==> config.mk <==
export PLATFORM = sky130hd
export DESIGN_NAME = mtc_timer
export DESIGN_NICKNAME = d
export VERILOG_FILES = /design/src/mtc_pkg.sv /design/src/mtc_timer.sv
export SDC_FILE = /design/constraint.sdc
export NUM_CORES = 1
export LEC_CHECK = 0
export ABC_AREA = 1
export BUFFER_PORTS_ARGS = -buffer_cell sky130_fd_sc_hd__buf_2
export CORE_ASPECT_RATIO = 0.7
export CORE_UTILIZATION = 51
export DETAILED_ROUTE_END_ITERATION = 8
export PLACE_DENSITY = 0.76
export SETUP_SLACK_MARGIN = 0.2
export SYNTH_ARGS = -nofsm -noshare
export SYNTH_HDL_FRONTEND = slang
export SYNTH_SLANG_ARGS = --single-unit
export TNS_END_PERCENT = 30
==> constraint.sdc <==
create_clock -name ref_clk -period 1.5 [get_ports ref_clk]
set_input_delay 0 -clock ref_clk [delete_from_list [all_inputs] [get_ports ref_clk]]
set_output_delay 0 -clock ref_clk [all_outputs]
set_load 0.1 [all_outputs]
==> src/mtc_pkg.sv <==
// package for the modulo timer: register offsets, field layout, reset values,
// prescaler and source encodings.
// assumes an 8-bit register port with byte-wide offsets as printed.
package mtc_pkg;
  // register offsets on the plain register port
  localparam logic [7:0] MTC_STATUS_OFS = 8'h18; // status and control
  localparam logic [7:0] MTC_CLKCFG_OFS = 8'h19; // clock configuration
  localparam logic [7:0] MTC_COUNT_OFS = 8'h1a; // live count, read only
  localparam logic [7:0] MTC_LIMIT_OFS = 8'h1b; // wrap limit
  // status and control bit positions
  localparam int MTC_WRAP_BIT = 7;
  localparam int MTC_WIE_BIT = 6;
  localparam int MTC_CRST_BIT = 5;
  localparam int MTC_HALT_BIT = 4;
  // clock configuration field positions
  localparam int MTC_SRC_LSB = 4;
  localparam int MTC_DIV_LSB = 0;
  // reset values
  localparam logic [1:0] MTC_SRC_RST = 2'h0;
  localparam logic [3:0] MTC_DIV_RST = 4'h0;
  localparam logic [7:0] MTC_CNT_RST = 8'h00;
  localparam logic [7:0] MTC_LIM_RST = 8'h00;
  // largest defined divide select code, divide by 256
  localparam logic [3:0] MTC_DIV_MAX = 4'h8;
  localparam logic [7:0] MTC_ZERO8 = 8'h00;
  localparam logic [7:0] MTC_ONE8 = 8'h01;
  // counting source encodings
  typedef enum logic [1:0] {
    MTC_SRC_BUS = 2'b00,
    MTC_SRC_FIXED = 2'b01,
    MTC_SRC_FALL = 2'b10,
    MTC_SRC_RISE = 2'b11
  } mtc_src_t;
endpackage

==> src/mtc_timer.sv <==
// modulo timer core: source select, prescaler, 8-bit counter, wrap limit,
// wrap flag with two-step clear, halt bit and the register port.
// assumes the fixed clock tick is a one-cycle enable on ref_clk and the
// external pin is asynchronous, so it is synchronised here.
//
// Summary of operation
// - two bits choose bus, fixed, fall, rise
// - source change keeps count, continues counting
// - reset selects bus clock source
// - four bits pick divide by 1 to 256
// - undefined divide codes act as 256
// - divide change keeps count, new rate
// - reset selects undivided counting
// - config bits 7 and 6 read zero
// - count reads live, writes ignored
// - reset clears counter to zero
// - limit value wraps count, raises flag
// - zero limit means full free-run
// - limit write clears count and flag
// - reset clears limit to zero
// - wrap to zero after limit, set flag
// - flag clear needs read then write zero
// - halt holds count; reset sets halt
//
// hazards and limits worth knowing before reuse:
// the prescaler is never cleared, so the first period after a source or
// divide change may be shorter than the programmed one; this keeps the
// count running across changes at the price of one uneven period.
// the external pin is sampled on ref_clk, so edges closer than about four
// bus cycles apart may be merged or lost; the driver must respect that.
// the fixed clock arrives as a one-cycle enable on ref_clk, so it needs no
// synchroniser; a true second clock would need one in front of this core.
// a limit write wins over a wrap in the same cycle, a wrap wins over the
// two-step flag clear, so software never loses an overflow it has not seen.
// the stored interrupt enable is only kept and read back; no interrupt
// line leaves this core.
//
`timescale 1ns/1ps
module mtc_timer (
  input wire logic ref_clk,
  input wire logic reset,
  input wire logic [7:0] reg_addr,
  input wire logic [7:0] reg_wdata,
  input wire logic reg_wr,
  input wire logic reg_rd,
  output logic [7:0] reg_rdata,
  input wire logic fixed_frequency_tick,
  input wire logic external_count_pin,
  output logic [7:0] count_value,
  output logic wrap_flag
);

  // whole state of the timer in one record
  // keeping every flip-flop in one struct means one reset branch and one
  // register process, so no field can be forgotten at reset
  typedef struct packed {
    logic [1:0] src;       // source select
    logic [3:0] div;       // divide select
    logic [7:0] cnt;       // live count
    logic [7:0] lim;       // wrap limit
    logic wrap;            // wrap flag
    logic armed;           // status read seen while flag set
    logic wie;             // stored enable bit, no interrupt path here
    logic halt;            // halt bit
    logic [7:0] pre;       // free-running prescaler
    logic pin_s1;          // synchroniser first stage
    logic pin_s2;          // synchroniser second stage
    logic pin_s3;          // previous synced level for edges
    logic [7:0] rdata;     // read data, valid one cycle after strobe
  } mtc_state_t;

  mtc_state_t st_q;
  mtc_state_t st_d;

  // prescaler tap select: an undefined code acts as the largest divide
  // clamping here, rather than in the register, keeps the stored code
  // readable exactly as software wrote it
  function automatic logic [3:0] mtc_div_eff(input logic [3:0] code);
    if (code > mtc_pkg::MTC_DIV_MAX) begin
      mtc_div_eff = mtc_pkg::MTC_DIV_MAX;
    end else begin
      mtc_div_eff = code;
    end
  endfunction

  // address decode used by both the write and read paths
  // a full 8-bit compare, so aliases of the four offsets read zero
  // and their writes are dropped
  function automatic logic mtc_hit(input logic [7:0] a, input logic [7:0] ofs);
    mtc_hit = (a == ofs);
  endfunction

  // combinational strobes derived from the registered state and the inputs; none of
  // them leaves the core, they only steer the next-state logic
  // and the checks at the bottom of the file
  logic src_tick;   // one pulse per selected source event
  logic cnt_en;     // one pulse per divided period
  logic [8:0] taps; // divide tick per prescaler stage
  logic wrap_evt;   // counter steps from limit to zero
  logic lim_wr;     // write to the wrap limit

  // source selection; the pin is read only after two flip-flops
  // edges are found between the second and third stage, so a pin change
  // reaches the counter three cycles later; the bus source ticks every
  // cycle and the fixed source is already a ref_clk enable
  always_comb begin
    case (mtc_pkg::mtc_src_t'(st_q.src))
      mtc_pkg::MTC_SRC_BUS: src_tick = 1'b1;
      mtc_pkg::MTC_SRC_FIXED: src_tick = fixed_frequency_tick;
      mtc_pkg::MTC_SRC_FALL: src_tick = st_q.pin_s3 & ~st_q.pin_s2;
      mtc_pkg::MTC_SRC_RISE: src_tick = ~st_q.pin_s3 & st_q.pin_s2;
      default: src_tick = 1'b0;
    endcase
  end

  // tap k fires once per 2^k source ticks; the divider never clears, so
  // a divide change needs no restart but the first period may be short
  // every tap but tap 0 on the bus source is a single-cycle pulse, so the counter itself never needs
  // a second clock and all logic stays on ref_clk
  assign taps[0] = src_tick;
  genvar gi;
  generate
    for (gi = 1; gi < 9; gi++) begin : g_tap
      assign taps[gi] = src_tick & (&st_q.pre[gi-1:0]);
    end
  endgenerate

  assign cnt_en = taps[mtc_div_eff(st_q.div)] & ~st_q.halt;
  // zero limit never matches early, so the count rolls over at 8'hff
  assign wrap_evt = cnt_en &
    ((st_q.lim == mtc_pkg::MTC_ZERO8) ? (&st_q.cnt) : (st_q.cnt == st_q.lim));
  assign lim_wr = reg_wr & mtc_hit(reg_addr, mtc_pkg::MTC_LIMIT_OFS);

  // next-state logic
  // order matters below: counting first, then register writes, then the
  // status read, then a new wrap, so later statements win; the limit write
  // is the only thing allowed to beat a wrap in the same cycle
  // read data is rebuilt every cycle, so it stands for exactly one cycle
  always_comb begin
    st_d = st_q;
    st_d.pin_s1 = external_count_pin;
    st_d.pin_s2 = st_q.pin_s1;
    st_d.pin_s3 = st_q.pin_s2;
    // prescaler counts source ticks freely, halt does not stop it
    if (src_tick) begin
      st_d.pre = st_q.pre + mtc_pkg::MTC_ONE8;
    end
    // counter step; source or divide change never touches it
    if (wrap_evt) begin
      st_d.cnt = mtc_pkg::MTC_ZERO8;
    end else if (cnt_en) begin
      st_d.cnt = st_q.cnt + mtc_pkg::MTC_ONE8;
    end
    // register writes
    // a status write always updates enable and halt; the counter reset bit
    // is a strobe and is never stored, so it reads back as zero
    // a zero in the flag position only clears when the clear was armed
    if (reg_wr) begin
      if (mtc_hit(reg_addr, mtc_pkg::MTC_STATUS_OFS)) begin
        st_d.wie = reg_wdata[mtc_pkg::MTC_WIE_BIT];
        st_d.halt = reg_wdata[mtc_pkg::MTC_HALT_BIT];
        if (reg_wdata[mtc_pkg::MTC_CRST_BIT]) begin
          st_d.cnt = mtc_pkg::MTC_ZERO8;
          st_d.wrap = 1'b0;
          st_d.armed = 1'b0;
        end else if (!reg_wdata[mtc_pkg::MTC_WRAP_BIT] && st_q.armed) begin
          st_d.wrap = 1'b0;
          st_d.armed = 1'b0;
        end
      end
      if (mtc_hit(reg_addr, mtc_pkg::MTC_CLKCFG_OFS)) begin
        // bits 7 and 6 are not stored
        st_d.src = reg_wdata[mtc_pkg::MTC_SRC_LSB +: 2];
        st_d.div = reg_wdata[mtc_pkg::MTC_DIV_LSB +: 4];
      end
      if (lim_wr) begin
        st_d.lim = reg_wdata;
        st_d.cnt = mtc_pkg::MTC_ZERO8;
        st_d.wrap = 1'b0;
        st_d.armed = 1'b0;
      end
      // writes to the count offset are ignored
    end
    // reading status while the flag is set arms the clear
    if (reg_rd && mtc_hit(reg_addr, mtc_pkg::MTC_STATUS_OFS) && st_q.wrap) begin
      st_d.armed = 1'b1;
    end
    // a new wrap wins over any clear except a limit write and restarts the two-step process
    if (wrap_evt && !lim_wr) begin
      st_d.wrap = 1'b1;
      st_d.armed = 1'b0;
    end
    // read data for the cycle after the strobe
    st_d.rdata = mtc_pkg::MTC_ZERO8;
    if (reg_rd) begin
      if (mtc_hit(reg_addr, mtc_pkg::MTC_STATUS_OFS)) begin
        st_d.rdata[mtc_pkg::MTC_WRAP_BIT] = st_q.wrap;
        st_d.rdata[mtc_pkg::MTC_WIE_BIT] = st_q.wie;
        st_d.rdata[mtc_pkg::MTC_HALT_BIT] = st_q.halt;
      end else if (mtc_hit(reg_addr, mtc_pkg::MTC_CLKCFG_OFS)) begin
        st_d.rdata[mtc_pkg::MTC_SRC_LSB +: 2] = st_q.src;
        st_d.rdata[mtc_pkg::MTC_DIV_LSB +: 4] = st_q.div;
      end else if (mtc_hit(reg_addr, mtc_pkg::MTC_COUNT_OFS)) begin
        st_d.rdata = st_q.cnt;
      end else if (mtc_hit(reg_addr, mtc_pkg::MTC_LIMIT_OFS)) begin
        st_d.rdata = st_q.lim;
      end
    end
  end

  // state register with synchronous reset
  // reset leaves the counter halted, so nothing counts until software
  // clears the halt bit; the synchroniser stages reset low, matching
  // the idle level of the pin, so no false edge follows reset
  always_ff @(posedge ref_clk) begin
    if (reset) begin
      st_q <= '0;
      st_q.src <= mtc_pkg::MTC_SRC_RST;
      st_q.div <= mtc_pkg::MTC_DIV_RST;
      st_q.cnt <= mtc_pkg::MTC_CNT_RST;
      st_q.lim <= mtc_pkg::MTC_LIM_RST;
      st_q.halt <= 1'b1;
    end else begin
      st_q <= st_d;
    end
  end

  // outputs come straight from the state register, no logic after it
  assign reg_rdata = st_q.rdata;
  assign count_value = st_q.cnt;
  assign wrap_flag = st_q.wrap;

  // checks; each one judges what the core drives, given the inputs from the bench
  // all but the reset check sleep while reset is high

  // a wrap without a competing write lands on zero with the flag up
  wrap_rolls_a: assert property (@(posedge ref_clk) disable iff (reset)
    wrap_evt && !reg_wr |=> count_value == mtc_pkg::MTC_ZERO8 && wrap_flag)
    else $error("count did not roll to zero with flag");

  // any limit write zeroes the count and drops the flag
  limit_write_a: assert property (@(posedge ref_clk) disable iff (reset)
    lim_wr |=> count_value == mtc_pkg::MTC_ZERO8 && !wrap_flag)
    else $error("limit write did not clear count and flag");

  // halted and untouched, the count must not move
  halt_holds_a: assert property (@(posedge ref_clk) disable iff (reset)
    st_q.halt && !reg_wr |=> $stable(count_value))
    else $error("count moved while halted");

  // zero limit: every enable steps the count by one below the top
  free_run_a: assert property (@(posedge ref_clk) disable iff (reset)
    cnt_en && st_q.lim == mtc_pkg::MTC_ZERO8 && !(&count_value) && !reg_wr
    |=> count_value == $past(count_value) + mtc_pkg::MTC_ONE8)
    else $error("free-running count did not step");

  // config reads show both fields and zero reserved bits
  cfg_read_a: assert property (@(posedge ref_clk) disable iff (reset)
    reg_rd && reg_addr == mtc_pkg::MTC_CLKCFG_OFS |=> reg_rdata[7:6] == 2'b00
    && reg_rdata[5:0] == {$past(st_q.src), $past(st_q.div)})
    else $error("config read wrong");

  // count reads return the value live at the strobe
  count_read_a: assert property (@(posedge ref_clk) disable iff (reset)
    reg_rd && reg_addr == mtc_pkg::MTC_COUNT_OFS |=> reg_rdata == $past(count_value))
    else $error("count read wrong");

  // undefined divide codes use the last tap
  big_div_a: assert property (@(posedge ref_clk) disable iff (reset)
    st_q.div > mtc_pkg::MTC_DIV_MAX |-> cnt_en == (taps[8] & ~st_q.halt))
    else $error("undefined divide not treated as 256");

  // a wrap without a limit write leaves the flag set, whatever clear came with it
  flag_kept_a: assert property (@(posedge ref_clk) disable iff (reset)
    wrap_evt && !lim_wr |=> wrap_flag)
    else $error("wrap lost against clear");

  // reset values of count, source, divide, limit and halt
  reset_vals_a: assert property (@(posedge ref_clk)
    reset |=> count_value == mtc_pkg::MTC_CNT_RST && st_q.src == mtc_pkg::MTC_SRC_RST
    && st_q.div == mtc_pkg::MTC_DIV_RST && st_q.lim == mtc_pkg::MTC_LIM_RST && st_q.halt)
    else $error("reset values wrong");

  // read data stands only in the cycle after a read strobe
  rdata_idle_a: assert property (@(posedge ref_clk) disable iff (reset)
    !reg_rd |=> reg_rdata == mtc_pkg::MTC_ZERO8)
    else $error("read data not idle");

  // status reads show flag and halt, the counter reset bit reads zero
  status_read_a: assert property (@(posedge ref_clk) disable iff (reset)
    reg_rd && reg_addr == mtc_pkg::MTC_STATUS_OFS
    |=> reg_rdata[mtc_pkg::MTC_WRAP_BIT] == $past(st_q.wrap)
    && reg_rdata[mtc_pkg::MTC_HALT_BIT] == $past(st_q.halt)
    && !reg_rdata[mtc_pkg::MTC_CRST_BIT])
    else $error("status read wrong");

  // limit reads return the stored limit
  limit_read_a: assert property (@(posedge ref_clk) disable iff (reset)
    reg_rd && reg_addr == mtc_pkg::MTC_LIMIT_OFS |=> reg_rdata == $past(st_q.lim))
    else $error("limit read wrong");

  // config writes store both fields as written
  cfg_write_a: assert property (@(posedge ref_clk) disable iff (reset)
    reg_wr && reg_addr == mtc_pkg::MTC_CLKCFG_OFS
    |=> st_q.src == $past(reg_wdata[mtc_pkg::MTC_SRC_LSB +: 2])
    && st_q.div == $past(reg_wdata[mtc_pkg::MTC_DIV_LSB +: 4]))
    else $error("config write not stored");

  // writes to the count offset never move the count
  count_write_a: assert property (@(posedge ref_clk) disable iff (reset)
    reg_wr && reg_addr == mtc_pkg::MTC_COUNT_OFS && !cnt_en |=> $stable(count_value))
    else $error("count write changed count");

  // status writes load the halt bit
  halt_write_a: assert property (@(posedge ref_clk) disable iff (reset)
    reg_wr && reg_addr == mtc_pkg::MTC_STATUS_OFS
    |=> st_q.halt == $past(reg_wdata[mtc_pkg::MTC_HALT_BIT]))
    else $error("halt bit not loaded");

  // below a nonzero limit each enable steps the count by one
  limit_step_a: assert property (@(posedge ref_clk) disable iff (reset)
    cnt_en && st_q.lim != mtc_pkg::MTC_ZERO8 && count_value != st_q.lim && !reg_wr
    |=> count_value == $past(count_value) + mtc_pkg::MTC_ONE8)
    else $error("count did not step below limit");

  // without an enable or a write the count holds
  no_step_a: assert property (@(posedge ref_clk) disable iff (reset)
    !cnt_en && !reg_wr |=> $stable(count_value))
    else $error("count moved without enable");

  // bus source undivided and running counts every cycle
  src_bus_a: assert property (@(posedge ref_clk) disable iff (reset)
    st_q.src == mtc_pkg::MTC_SRC_BUS && st_q.div == mtc_pkg::MTC_DIV_RST && !st_q.halt
    |-> cnt_en)
    else $error("bus source not counting");

  // any real division yields single-cycle enables
  tick_single_a: assert property (@(posedge ref_clk) disable iff (reset)
    cnt_en && st_q.div != mtc_pkg::MTC_DIV_RST && !reg_wr |=> !cnt_en)
    else $error("divided enable longer than one cycle");

  // the flag only rises after a wrap
  flag_source_a: assert property (@(posedge ref_clk) disable iff (reset)
    $rose(wrap_flag) |-> $past(wrap_evt))
    else $error("flag rose without wrap");
endmodule

==> run summary <==
outcome - complete, but fails checks
violated checks - negative setup slack
placed cell count - 436
All-Layer GR Usage - 26.9%
fraction of layout cells with a size suffix above 1 - 29.0%
Synth Cell Area - 2470 sq um
Synth Register Bits - 45
hold path start - reg_wdata[6]
Worst Tran Pin Value - 0.491 ns
Post-Synthesis Cells - 345
worst-skew pair later-pin latency - 0.30 ns
top-area cell type share of the netlist area - 36.5%
Die Span Y - 60.2 um
H-tree lvl count - 2
worst hold path class - in -> reg
Multi-input gate area - 1310 sq um
cell taking the most area after synthesis - dfxtp_1
wire per inst - 14.2 um
clock buffer depth - 2
Core ar. - 4480 sq um
Hold Path End - st_q[29]
PD cells - 706 nW/um^2
R2R cell count - 12
Root Buffer - clkbuf_8
I/O pins - 39
worst hold slack - 0.0125 ns
Max VDD drop - 0.000506 V
DP Wirelength - 4820 um
Yosys warnings - 0
ant diodes - 0
net count after synthesis - 371
CTS buffer count - 5
DRC - 0
total gr overflow - 0
Layout area overhead - 22.6%
Lkg Pwr - 1.38 nW
sequential share of the synthesized area - 36.5%
RSZ-0062 raised after global routing - true
Setup WS pre-CTS - -0.221 ns
Tmin final - 1.65 ns
RR Endpoint - count_value[1]
DRT antenna net count - 0
EDFF count, synth - 0
Design Power - 2.14 mW
maximum number of pins on one net before global-route repair - 21
die area - 5130 sq um
Slew Limit Fails - 0
Crit. End Element - flip-flop
endpoints failing hold - 0
Slew HR - 67.5%
Crit Path Max Fanout - 9
initial antenna violation count - 0
syn avg cell area - 7.16 sq um
port bufs - 38
Setup violations, final - 10
number of clock sinks - 45
fill cell count - 376
Top FF cell, synth - dfxtp_1
FF-to-FF setup slack - -0.15 ns
CP Launch Type - flip-flop
Max Clock Freq - 0.605 GHz
Routed WL - 6410 um
Die X - 85.2 um
vias in the first global route - 2217
drt pass-1 iters - 5
final worst-path cycle share - 110%
crit path kind - reg -> reg
final non-filler cell total - 451
first-pass GRT wire length - 10500 um
vias post-DR - 2463
fraction of registers with async set/reset - 0%
Req. time, crit path - 1.70 ns
synth unique cells - 34
FF+latch area - 908 sq um
row cnt - 20
worst r2r src - st_q[12]
WHS Path Cells - 3
gpl congestion - 0.908
nets@finish - 421
Iter 0 DRT Violations - 200
critical path data arrival time - 1.85 ns
DR vias/cell - 5.46
Setup Skew - 0.00710 ns
clock-pin slew on the worst setup and hold paths - 0.09 ns
main area contributors after synthesis - dfxtp_1 (36%), nand2_1 (10%), inv_1 (7.6%)
final setup margin - -0.154 ns
Max-Cap Viols - 0
Starting Density - 55.1%
TritonCTS clock tree - built
==> layer usage <==
| layer | share of wire (%) | track usage, % | wire length (um) |
|---|---|---|---|
| met1 | 48 | 38.7 | 3050 |
| met5 | 0 | 0 | 0 |
| met3 | 9.7 | 6.22 | 621 |
| met4 | 1.1 | 8.23 | 70 |
| met2 | 42 | 40.1 | 2660 |
==> cells by family after synthesis <==
logic type,after synthesis,share of synthesized area [%]
AOI/OAI and AO/OA,67,16.2
xor gates and xnor gates,5,1.77
adders and majority gates,4,2.03
buffers and inverters,79,14.6
DFF,45,36.5
and+or+nand+nor,145,28.9
==> cells in the mapped netlist (4+ instances only) <==
| library cell | n |
|---|---|
| nand3_1 | 21 |
| nor3_1 | 6 |
| nor2_1 | 25 |
| nand2_1 | 68 |
| ha_1 | 4 |
| o22ai_1 | 4 |
| inv_2 | 6 |
| dfxtp_1 | 45 |
| xnor2_1 | 4 |
| a21oi_1 | 24 |
| o21ai_1 | 9 |
| o21ai_0 | 16 |
| buf_4 | 16 |
| nand3_2 | 5 |
| nand2_2 | 4 |
| inv_1 | 50 |
| o221ai_1 | 4 |
| nand4_1 | 4 |
| buf_2 | 4 |
==> worst max-delay path, cell delays in order, from the launching register on <==
cell     delay, ns
dfxtp_2       0.36
ha_4          0.16
nand3_4       0.08
inv_2         0.09
ha_4          0.13
nand2_2       0.04
nand3_2       0.07
nand3_4       0.09
a21oi_4       0.16
buf_12        0.14
nand2_4       0.07
nand2_4       0.09
nor2_1        0.06
==> how the worst max path moves through the flow <==
stage	to	start
2_1_floorplan	wrap_flag	st_q[12]
3_3_place_gp	count_value[1]	st_q[12]
3_5_place_dp	count_value[1]	st_q[12]
4_1_cts	count_value[1]	st_q[12]
5_1_grt	count_value[1]	st_q[12]
6_report	count_value[1]	st_q[12]
==> area by class of cell <==
type                    instances  area share [%]
multi-input cells             221            43.1
flip-flops and latches         45            30.0
repair buffers                 66            14.8
inverters                      56            7.06
clock buffers                   7            2.52
well taps                      55            2.27
clock inverters                 1           0.248
==> cell usage in the layout, fill, tap and decap left out, drive strengths merged <==
cell         instances
nand2               74
buf                 60
inv                 55
dfxtp               45
nor2                29
a21oi               28
nand3               27
o21ai               25
nor3                10
clkbuf               7
dlygate4sd3          6
nand4                4
o22ai                4
o221ai               4
xnor2                4
ha                   4
o211ai               3
clkinvlp             2
nor3b                1
o31ai                1
a211oi               1
xor2                 1
a21boi               1
==> flip-flops by register name, indices dropped and copies added, names as in the netlist <==
name,flops
wrap_flag,1
st_d,2
reg_rdata,8
count_value,8
st_q,26
==> power by group <==
group	leakage, nW	total (mW)	internal, mW	switching (mW)
logic	0.976	0.179	0.0807	0.0982
registers	0.365	1.22	1.21	0.0106
clock network	0.0385	0.743	0.330	0.413
total	1.38	2.14	1.62	0.522
==> what timing repair did <==
| item | 4_1_cts | 5_1_grt |
|---|---|---|
| setup endpoints to repair | 12 | 16 |
| gates resized for setup | 10 | 13 |
| pin swaps | 7 | 7 |
| hold buffers | 6 | 0 |
| setup buffers | 1 | 0 |
| hold endpoints to repair | 6 | 0 |
==> metrics by stage <==
step	TNS [ns]	area, sq um	utilization (%)
after floorplan	-0.542	2500	-
after global placement	-1.36	2780	62.1
after detailed placement	-1.94	2780	62.1
after CTS	-1.05	2990	66.7
after global routing	-2.10	3030	67.6
final	-1.28	3030	67.6
(Power assumes the default switching activity.)
